<file path="src/common/ocpm_pkg.sv">
// Summary of operation
// - voltage checks sampled, over-current check continuous
// - monitor mode keeps voltage checks continuous
// - all select inputs low means normal
// - sample window 2ms every 125ms
// - over-threshold starts delay, still normal
// - delay expiry with over-threshold: charge drive high
// - entering protection leaves discharge drive alone
// - detection delay is a parameter
// - charge control writes held until release
// - discharge control still works in protection
// - release below release threshold, charge drive low
// - release leaves discharge drive alone
// - thresholds software selectable, kept stored
// - control bit one drives output low
// - mode status equals protection mode
package ocpm_pkg;
  // clock rate and times
  localparam int unsigned CLK_HZ          = 200_000_000;
  localparam int unsigned SAMPLE_ON_US    = 2_000;
  localparam int unsigned SAMPLE_PERIOD_US = 125_000;
  localparam int unsigned DETECT_DELAY_MS = 1_000;
  // cycle counts, on time and period both exact
  localparam int unsigned SAMPLE_ON_CYC     = SAMPLE_ON_US * (CLK_HZ / 1_000_000);
  localparam int unsigned SAMPLE_PERIOD_CYC = SAMPLE_PERIOD_US * (CLK_HZ / 1_000_000);
  localparam int unsigned DETECT_DELAY_CYC  = DETECT_DELAY_MS * (CLK_HZ / 1_000);
  // register indices
  localparam logic [3:0] ADDR_CTRL   = 4'h0;
  localparam logic [3:0] ADDR_CONFIG = 4'h1;
  localparam logic [3:0] ADDR_STATUS = 4'h2;
  localparam logic [3:0] ADDR_IRQ_ST = 4'h3;
  localparam logic [3:0] ADDR_IRQ_MK = 4'h4;
  // field positions
  localparam int CTRL_CHG_BIT = 0;
  localparam int CTRL_DIS_BIT = 1;
  // reset values
  localparam logic [1:0] CTRL_RESET   = 2'h0;
  localparam logic [5:0] CONFIG_RESET = 6'h00;
  // interrupt events
  localparam int IRQ_ENTER = 0;
  localparam int IRQ_LEAVE = 1;
  // protection states
  typedef enum logic [1:0] {ST_NORMAL, ST_DELAY, ST_PROTECT} ocpm_state_t;
  // register port request
  typedef struct packed {
    logic [3:0] addr;
    logic [7:0] wdata;
    logic       wr;
    logic       rd;
  } ocpm_req_t;
endpackage

</file>
<file path="src/rtl/ocpm_monitor.sv">
// Chosen here: the address-and-strobe port and the register addresses.
`timescale 1ns/1ps
module ocpm_monitor
  import ocpm_pkg::*;
#(
  parameter int unsigned DELAY_CYC  = DETECT_DELAY_CYC,
  parameter int unsigned PERIOD_CYC = SAMPLE_PERIOD_CYC,
  parameter int unsigned ON_CYC     = SAMPLE_ON_CYC
)(
  // clock and reset
  input  wire logic       MCLK,
  input  wire logic       RESET_N,
  // register port
  input  wire logic [3:0] ADDR,
  input  wire logic [7:0] WDATA,
  input  wire logic       WR,
  input  wire logic       RD,
  output logic      [7:0] RDATA,
  // analog select pins
  input  wire logic       ANALOG_SEL_0,
  input  wire logic       ANALOG_SEL_1,
  input  wire logic       ANALOG_SEL_2,
  // comparator results, asynchronous
  input  wire logic       CELL_OVER_THRESH,
  input  wire logic       CELL_ABOVE_RELEASE,
  // comparator gating
  output logic            VOLT_CMP_EN,
  output logic            CURR_CMP_EN,
  output logic [5:0]      THRESH_CFG,
  // fet drives, high turns fet off
  output logic            CHARGE_FET_DRIVE,
  output logic            DISCHARGE_FET_DRIVE,
  output logic            OVERCHARGE_MODE_STATUS,
  output logic            IRQ
);
  ocpm_req_t   req;                    // bundled register request
  logic [2:0]  sel_s1_reg, sel_s2_reg; // select synchroniser
  logic [1:0]  cmp_s1_reg, cmp_s2_reg; // comparator synchroniser
  logic        monitor_mode;           // any select high
  logic [31:0] period_cnt_reg;         // sample timer
  logic        sample_on;              // comparators live
  logic [31:0] delay_cnt_reg;          // detection delay
  ocpm_state_t state_reg, state_next;  // protection state
  logic [1:0]  ctrl_reg;               // fet control bits
  logic [5:0]  config_reg;             // threshold selects
  logic [1:0]  irq_st_reg, irq_mk_reg; // interrupt status, mask
  logic        over, above_rel;        // synchronised comparator levels

  assign req = '{addr: ADDR, wdata: WDATA, wr: WR, rd: RD};

  // write strobe aimed at one register index
  function automatic logic wr_hit(ocpm_req_t r, logic [3:0] a);
    return r.wr && (r.addr == a);
  endfunction

  // two-flop synchronisers for pins
  always_ff @(posedge MCLK)
  begin
    if (!RESET_N)
    begin
      sel_s1_reg <= 3'h0;
      sel_s2_reg <= 3'h0;
      cmp_s1_reg <= 2'h0;
      cmp_s2_reg <= 2'h0;
    end
    else
    begin
      sel_s1_reg <= {ANALOG_SEL_2, ANALOG_SEL_1, ANALOG_SEL_0};
      sel_s2_reg <= sel_s1_reg;
      cmp_s1_reg <= {CELL_ABOVE_RELEASE, CELL_OVER_THRESH};
      cmp_s2_reg <= cmp_s1_reg;
    end
  end

  assign monitor_mode = |sel_s2_reg;
  assign over         = cmp_s2_reg[0];
  assign above_rel    = cmp_s2_reg[1];
  assign sample_on    = monitor_mode || (period_cnt_reg < ON_CYC);

  // sample period timer
  always_ff @(posedge MCLK)
  begin
    if (!RESET_N || period_cnt_reg == PERIOD_CYC - 1)
      period_cnt_reg <= 32'h0;
    else
      period_cnt_reg <= period_cnt_reg + 32'h1;
  end

  // comparator enables
  always_ff @(posedge MCLK)
  begin
    if (!RESET_N)
    begin
      VOLT_CMP_EN <= 1'b0;
      CURR_CMP_EN <= 1'b0;
    end
    else
    begin
      VOLT_CMP_EN <= sample_on;
      CURR_CMP_EN <= 1'b1;
    end
  end

  // protection state next value
  always_comb
  begin
    state_next = state_reg;
    unique case (state_reg)
      ST_NORMAL:
        if (sample_on && over)
          state_next = ST_DELAY;
      ST_DELAY:
        if (sample_on && !over)
          state_next = ST_NORMAL;
        else if (delay_cnt_reg >= DELAY_CYC - 1 && over)
          state_next = ST_PROTECT;
      ST_PROTECT:
        if (sample_on && !above_rel)
          state_next = ST_NORMAL;
      default:
        state_next = ST_NORMAL;
    endcase
  end

  // state and delay counter
  always_ff @(posedge MCLK)
  begin
    if (!RESET_N)
    begin
      state_reg     <= ST_NORMAL;
      delay_cnt_reg <= 32'h0;
    end
    else
    begin
      state_reg <= state_next;
      if (state_reg == ST_DELAY)
        delay_cnt_reg <= delay_cnt_reg + 32'h1;
      else
        delay_cnt_reg <= 32'h0;
    end
  end

  // control and config registers
  always_ff @(posedge MCLK)
  begin
    if (!RESET_N)
    begin
      ctrl_reg   <= CTRL_RESET;
      config_reg <= CONFIG_RESET;
    end
    else if (req.wr)
    begin
      if (req.addr == ADDR_CTRL)
        ctrl_reg <= req.wdata[1:0];
      if (req.addr == ADDR_CONFIG)
        config_reg <= req.wdata[5:0];
    end
  end

  // fet drives, low means fet on
  always_ff @(posedge MCLK)
  begin
    if (!RESET_N)
    begin
      CHARGE_FET_DRIVE       <= 1'b1;
      DISCHARGE_FET_DRIVE    <= 1'b1;
      OVERCHARGE_MODE_STATUS <= 1'b0;
      THRESH_CFG             <= CONFIG_RESET;
    end
    else
    begin
      if (state_next == ST_PROTECT)
        CHARGE_FET_DRIVE <= 1'b1;
      else if (state_reg == ST_PROTECT)
        CHARGE_FET_DRIVE <= 1'b0;
      else
        CHARGE_FET_DRIVE <= !ctrl_reg[CTRL_CHG_BIT];
      DISCHARGE_FET_DRIVE    <= !ctrl_reg[CTRL_DIS_BIT];
      OVERCHARGE_MODE_STATUS <= (state_next == ST_PROTECT);
      THRESH_CFG             <= config_reg;
    end
  end

  // interrupt status, set beats clear
  always_ff @(posedge MCLK)
  begin
    if (!RESET_N)
    begin
      irq_st_reg <= 2'h0;
      irq_mk_reg <= 2'h0;
      IRQ        <= 1'b0;
    end
    else
    begin
      irq_st_reg[IRQ_ENTER] <= (state_next == ST_PROTECT && state_reg != ST_PROTECT)
        || (irq_st_reg[IRQ_ENTER] && !(wr_hit(req, ADDR_IRQ_ST) && req.wdata[0]));
      irq_st_reg[IRQ_LEAVE] <= (state_next != ST_PROTECT && state_reg == ST_PROTECT)
        || (irq_st_reg[IRQ_LEAVE] && !(wr_hit(req, ADDR_IRQ_ST) && req.wdata[1]));
      if (wr_hit(req, ADDR_IRQ_MK))
        irq_mk_reg <= req.wdata[1:0];
      IRQ <= |(irq_st_reg & irq_mk_reg);
    end
  end

  // read data one cycle later
  always_ff @(posedge MCLK)
  begin
    if (!RESET_N)
      RDATA <= 8'h00;
    else if (req.rd)
      unique case (req.addr)
        ADDR_CTRL:   RDATA <= {6'h00, ctrl_reg};
        ADDR_CONFIG: RDATA <= {2'h0, config_reg};
        ADDR_STATUS: RDATA <= {5'h00, (state_reg == ST_PROTECT), 2'h0};
        ADDR_IRQ_ST: RDATA <= {6'h00, irq_st_reg};
        ADDR_IRQ_MK: RDATA <= {6'h00, irq_mk_reg};
        default:     RDATA <= 8'h00;
      endcase
    else
      RDATA <= 8'h00;
  end
endmodule // ocpm_monitor
</file>
<file path="config.mk">
export PLATFORM = sky130hd
export DESIGN_NAME = ocpm_monitor
export DESIGN_NICKNAME = d
export VERILOG_FILES = /design/src/common/ocpm_pkg.sv /design/src/rtl/ocpm_monitor.sv
export SDC_FILE = /design/constraint.sdc
export NUM_CORES = 1
export LEC_CHECK = 0
export BUFFER_PORTS_ARGS = -buffer_cell sky130_fd_sc_hd__buf_2
export CAP_MARGIN = 25
export CORE_ASPECT_RATIO = 2
export CORE_UTILIZATION = 56
export DETAILED_ROUTE_END_ITERATION = 8
export PLACE_DENSITY = 0.76
export RECOVER_POWER = 100
export SYNTH_ARGS = -nofsm -noshare
export SYNTH_HDL_FRONTEND = slang
export SYNTH_SLANG_ARGS = --single-unit
</file>
<file path="constraint.sdc">
create_clock -name MCLK -period 3.7 [get_ports MCLK]
set_input_delay 0.37 -clock MCLK [delete_from_list [all_inputs] [get_ports MCLK]]
set_output_delay 0.37 -clock MCLK [all_outputs]
set_load 0.02 [all_outputs]
</file>
==> metrics.cfg, run 1 <==
[power]
p_leak_nw = 1.711
ir_drop_v = 0.0002559
power_density_nw_per_um2 = 429.5

[worst_setup_path]
critPathMaxFanout = 31
start_kind = register
endpoint_kind = register
rr_worst_depth = 5
crit_arrival_ns = 2.77
criticalPathCategory = reg2reg
cp_data_required_time_ns = 3.91

[global_route]
grt-ovfl-total = 0
grt_pass1_wl_um = 14860
grt_usage_pct = 22.19
grt_max_degree = 33
antenna_found_initial = 0
grt_pass1_vias = 3465

[clock_tree]
cts_setup_buffers = 0
clock_sinks = 106
cts_hold_buf = 0
cts_tree = done
clk_pin_slew_worst_paths_ns = 0.07
clockBufferDepth = 2
cts_max_level = 3
cts_resized = 0
cts-root-buf = clkbuf_16
cts-buffers-inserted = 9
clock_latency_ns = 0.35

[timing]
tns_ns = 0
hold_violations = 0
finalMaxSlewViolations = 0
fin_worst_hold_slack_ns = 0.2261
fin_skew_ns = 0.008985
rsz0062_at_grt = false
fmax_mhz = 390.0
relSlewSlack_pct = 10.16
setup_viol = 0
tightest_slew_ns = 1.348
layout_setup_ws_ns = 1.136
final.period_utilization_pct = 69.29
period_minus_slack_ns = 2.564

[routing]
dr.pass1.iters = 4
wl_per_cell_um = 13.62
drt-initial-drc-count = 183
drc = 0
ant_nets = 0
num_vias = 3528
vias_per_cell = 5.582
routed_wl_um = 8605

[logic_synthesis]
netlist_top_cells_count = dfxtp_1 (106), nor2_1 (84), xnor2_1 (40), nand2_1 (31), nand3_1 (26)
syn_area_sq_um = 4574
syn_avg_cell_area_sq_um = 9.058
synth_top_area_cell = dfxtp_1
yosys.area.top_type_share_pct = 46.39
synth-main-ff-cell = dfxtp_1
yosysWarningCount = 0
synthCells = 505
async_flop_share_pct = 0
ys_seq_elements = 106
synth_edf_count = 0
synth_most_common_cell = dfxtp_1
synthTopCellsByArea = dfxtp_1 (46%), xnor2_1 (7.7%), nor2_1 (6.9%)
ys_seq_area_share_pct = 46.39
yosysUniqueCellTypes = 51

[cells_and_area]
insertedDiodeCount = 0
final_layout_size_suffix_gt1_share_pct = 10.07
nets = 555
syn_to_final_growth_pct = 9.710
register_area_sq_um = 2122
multi_input_area_sq_um = 2285
fillers = 701

[placed_design]
dp_hpwl_um = 6096
dp_worst_setup_slack_ns = 1.334
gp_congestion = 0.8320
port_buffers = 36

[die]
fp.dieH_um = 129.8
die_width_um = 65.91
core_sq_um = 7943
row_count = 46
die-area_sq_um = 8556
io-pin-count = 41
initial_utilization_pct = 57.59

[worst_hold_path]
hold_path_depth = 2
worst_hold_path_type = in2reg

[run]
cap_violations = 0

[run_status]
status = finished, final reports clean

-- placed cells by master (no fill, tap or decap), types with 15 or more instances in the layout --
master and count:
nand3_1 26, dfxtp_1 106, xor2_1 17, nor4_1 16
nand4_1 15, xnor2_1 40, buf_2 17, nor2_1 84
nand2_1 32, clkbuf_1 21
-- layer usage --
| metal | track usage (%) | vias up | share of wire, % |
|---|---|---|---|
| li1 | - | 1783 | - |
| met3 | 3.846 | 23 | 2.9 |
| met1 | 21.57 | 1660 | 39 |
| met5 | 0 | - | 0 |
| met2 | 42.08 | 62 | 56 |
| met4 | 12.66 | 0 | 2.8 |
-- where the power goes --
group | internal, mW | switching, mW | total [mW]
sequential | 1.15 | 0.00691 | 1.16
clock | 0.540 | 0.403 | 0.943
combinational | 0.0186 | 0.0351 | 0.0536
total | 1.71 | 0.445 | 2.16
-- final timing paths --
path / startpoint / endpoint / slack, ns
max: period_cnt_reg[2]$_SDFF_PP0_ / period_cnt_reg[28]$_SDFF_PP0_ / 1.14
max reg2reg: period_cnt_reg[2]$_SDFF_PP0_ / period_cnt_reg[28]$_SDFF_PP0_ / 1.14
min reg2reg: ctrl_reg[1]$_SDFFE_PN0P_ / DISCHARGE_FET_DRIVE$_SDFF_PN1_ / 0.41
min: ANALOG_SEL_0 / sel_s1_reg[0]$_SDFF_PN0_ / 0.23
-- worst max-delay path, stage by stage, from the launching register on --
cell and delay (ns):
dfxtp_1 0.42, and4_1 0.36, nand2_1 0.35, or4_1 0.66, nand2_2 0.51, nor2_1 0.12
-- kinds of logic after synthesis --
group	synth area share, %
simple gates	31.95
flops	46.39
xor+xnor	10.91
compound gates	4.568
buf+inv	3.583
mux	1.969
fa+ha+maj	0.5470
other cells	0.08198
-- per-stage QoR --
stage | util [%] | power (mW) | cell area [sq um] | std cells
detailed placement | 59.92 | 1.241 | 4760 | 617
global placement | 59.92 | 1.239 | 4760 | 617
finish | 63.19 | 2.156 | 5019 | 632
floorplan | - | 1.224 | 4578 | 506
CTS | 63.63 | 2.179 | 5054 | 632
global route | 63.19 | 2.224 | 5019 | 632
-- final cells by class --
class,count,share of cell area (%)
multi-input combinational,368,45.52
clock buffer,11,4.837
clock inverter,4,1.022
inverter,10,0.7479
timing repair buffer,37,3.191
tap,96,2.393
sequential,106,42.28
Power figures use the tool's default switching activity.
==> inputs of run 2 (changes only) <==
Settings changed: CORE_UTILIZATION 56 to 53, PLACE_DENSITY 0.76 to 0.75.
Clock period 3.7 ns to 2.1 ns, I/O delays scaled along.
==> run 2 against run 1 <==
  * Clock power grew 69%
  * Die area is 5.5% higher
  * Via count is 4.3% higher
  * Routed wire length rose by 8.5%
  * Non-clock buffer count increased by 21
  * Critical endpoint is now period_cnt_reg[27]$_SDFF_PP0_
  * Sequential share of layout area fell by 1.2 points
  * Clock-buffer cell count unchanged
  * Power rose by 73%
==> metrics.cfg, run 2 (synthesized netlist as in run 1, its figures left out) <==
[run_status]
status = finished, final reports clean  ; unchanged

[die]
die-area_sq_um = 9029  ; was 8556 sq um
initial_utilization_pct = 55.17  ; was 57.59%
io-pin-count = 41  ; unchanged
die_width_um = 67.69  ; was 65.91 um
core_sq_um = 8292  ; was 7943 sq um
row_count = 47  ; was 46
fp.dieH_um = 133.4  ; was 129.8 um

[worst_setup_path]
crit_family = simple AND/OR/NAND/NOR gates  ; unchanged
cp_data_required_time_ns = 2.35  ; was 3.91 ns
critical_path_buf_inv_count = 0  ; unchanged
criticalPathCategory = reg2reg  ; unchanged
slowest_delay_ns = 0.68  ; was 0.66 ns
critPathMaxFanout = 13  ; was 31
crit_arrival_ns = 2.22  ; was 2.77 ns
slowest_stage = or4_4  ; was or4_1
endpoint_kind = register  ; unchanged
start_kind = register  ; unchanged
crit_path_cell_trace = nand4_2, or4_4, nor4_1, xnor2_1, nor2_2  ; was and4_1, nand2_1, or4_1, nand2_2, nor2_1

[worst_hold_path]
worst_hold_path_type = in2reg  ; unchanged

[timing]
setup_viol = 0  ; unchanged
fmax_mhz = 507.0  ; was 390.0 MHz
rsz0062_at_grt = false  ; unchanged
hold_violations = 0  ; unchanged
tightest_slew_ns = 0.6750  ; was 1.348 ns
finalMaxSlewViolations = 0  ; unchanged
relSlewSlack_pct = 55.00  ; was 10.16%
final.period_utilization_pct = 93.93  ; was 69.29%
period_minus_slack_ns = 1.972  ; was 2.564 ns
fin_skew_ns = 0.007127  ; was 0.008985 ns
tns_ns = 0  ; unchanged

[routing]
dr.pass1.iters = 4  ; unchanged
ant_nets = 0  ; unchanged
wl_per_cell_um = 14.23  ; was 13.62 um
vias_per_cell = 5.608  ; was 5.582
num_vias = 3679  ; was 3,528
routed_wl_um = 9338  ; was 8605 um
drc = 0  ; unchanged
drt-initial-drc-count = 223  ; was 183

[placed_design]
port_buffers = 36  ; unchanged
gp_congestion = 0.8325  ; was 0.8320
dp_hpwl_um = 6644  ; was 6096 um

[global_route]
grt_usage_pct = 22.58  ; was 22.19%
grt_max_degree = 33  ; unchanged
grt_pass1_vias = 3654  ; was 3,465
grt_pass1_wl_um = 15540  ; was 14,860 um
grt-ovfl-total = 0  ; unchanged
antenna_found_initial = 0  ; unchanged

[clock_tree]
clk_pin_slew_worst_paths_ns = 0.07  ; about the same
cts_tree = done  ; unchanged
cts-buffers-inserted = 9  ; unchanged
clock_latency_ns = 0.35  ; about the same
cts-root-buf = clkbuf_16  ; unchanged
clockBufferDepth = 2  ; unchanged
clock_sinks = 106  ; unchanged
cts_max_level = 3  ; unchanged
cts_hold_buf = 0  ; unchanged

[cells_and_area]
nets = 576  ; was 555
final_layout_size_suffix_gt1_share_pct = 12.72  ; was 10.07%
final_util_pct = 62.29  ; was 63.19%
syn_to_final_growth_pct = 12.91  ; was 9.710%
fillers = 727  ; was 701
final_common_cell = dfxtp_1  ; unchanged
insertedDiodeCount = 0  ; unchanged
final_cell_mix = dfxtp_1 (106), nor2_1 (86), xnor2_1 (40)  ; was dfxtp_1 (106), nor2_1 (84), xnor2_1 (40)

[power]
p_leak_nw = 1.816  ; was 1.711 nW
power_density_nw_per_um2 = 723.6  ; was 429.5 nW/um^2
ir_drop_v = 0.0007984  ; was 0.0002559 V

[run]
cap_violations = 0  ; unchanged

run 2: area by class of cell:
class	instances	area [sq um]	area share (%)
timing repair buffer	58	315.3	6.105
multi-input combinational	368	2287	44.28
clock inverter	5	37.54	0.7267
inverter	10	37.54	0.7267
tap	98	122.6	2.374
clock buffer	11	242.7	4.700
sequential	106	2122	41.09
run 2: path summary, 6_finish.rpt:
path / end / from / depth (start not counted) / slack (ns)
max reg2reg: period_cnt_reg[27]$_SDFF_PP0_ / period_cnt_reg[13]$_SDFF_PP0_ / 5 / 0.13
min: cmp_s1_reg[1]$_SDFF_PN0_ / CELL_ABOVE_RELEASE / 2 / 0.06
min reg2reg: DISCHARGE_FET_DRIVE$_SDFF_PN1_ / ctrl_reg[1]$_SDFFE_PN0P_ / 1 / 0.40
max: period_cnt_reg[27]$_SDFF_PP0_ / period_cnt_reg[13]$_SDFF_PP0_ / 5 / 0.13
run 2: metal layers:
metal  up-vias  GRT usage, %  wire (um)
met5         -             0          0
met4         0         12.88        293
met3        26         4.195        230
met2        68         41.91       5305
met1      1753         21.57       3509
li1       1832             -          -
run 2: per-stage QoR:
| stage | instance area, sq um | hold WS [ns] | cells | setup WS, ns | total power [mW] |
|---|---|---|---|---|---|
| 6_report | 5165 | 0.06033 | 656 | 0.1275 | 3.737 |
| 5_1_grt | 5165 | 0.05034 | 656 | 0.02360 | 3.856 |
| 4_1_cts | 5213 | 0.05714 | 656 | 0.1490 | 3.772 |
| 3_5_place_dp | 4932 | 0.3830 | 640 | 0.1556 | 2.200 |
| 3_3_place_gp | 4932 | 0.3850 | 640 | 0.1805 | 2.196 |
| 2_1_floorplan | 4578 | 0.2377 | 506 | 0.1799 | 2.157 |
run 2: report_power, final:
part	internal, mW	total, mW	switching, mW
logic	0.0424	0.112	0.0694
clock network	0.843	1.59	0.743
registers	2.03	2.04	0.0104
run 2: what timing repair did:
| action | in CTS | in global routing |
|---|---|---|
| setup endpoints to repair | 0 | 15 |
| buffers inserted | 0 | 0 |
| resized for setup | 0 | 1 |
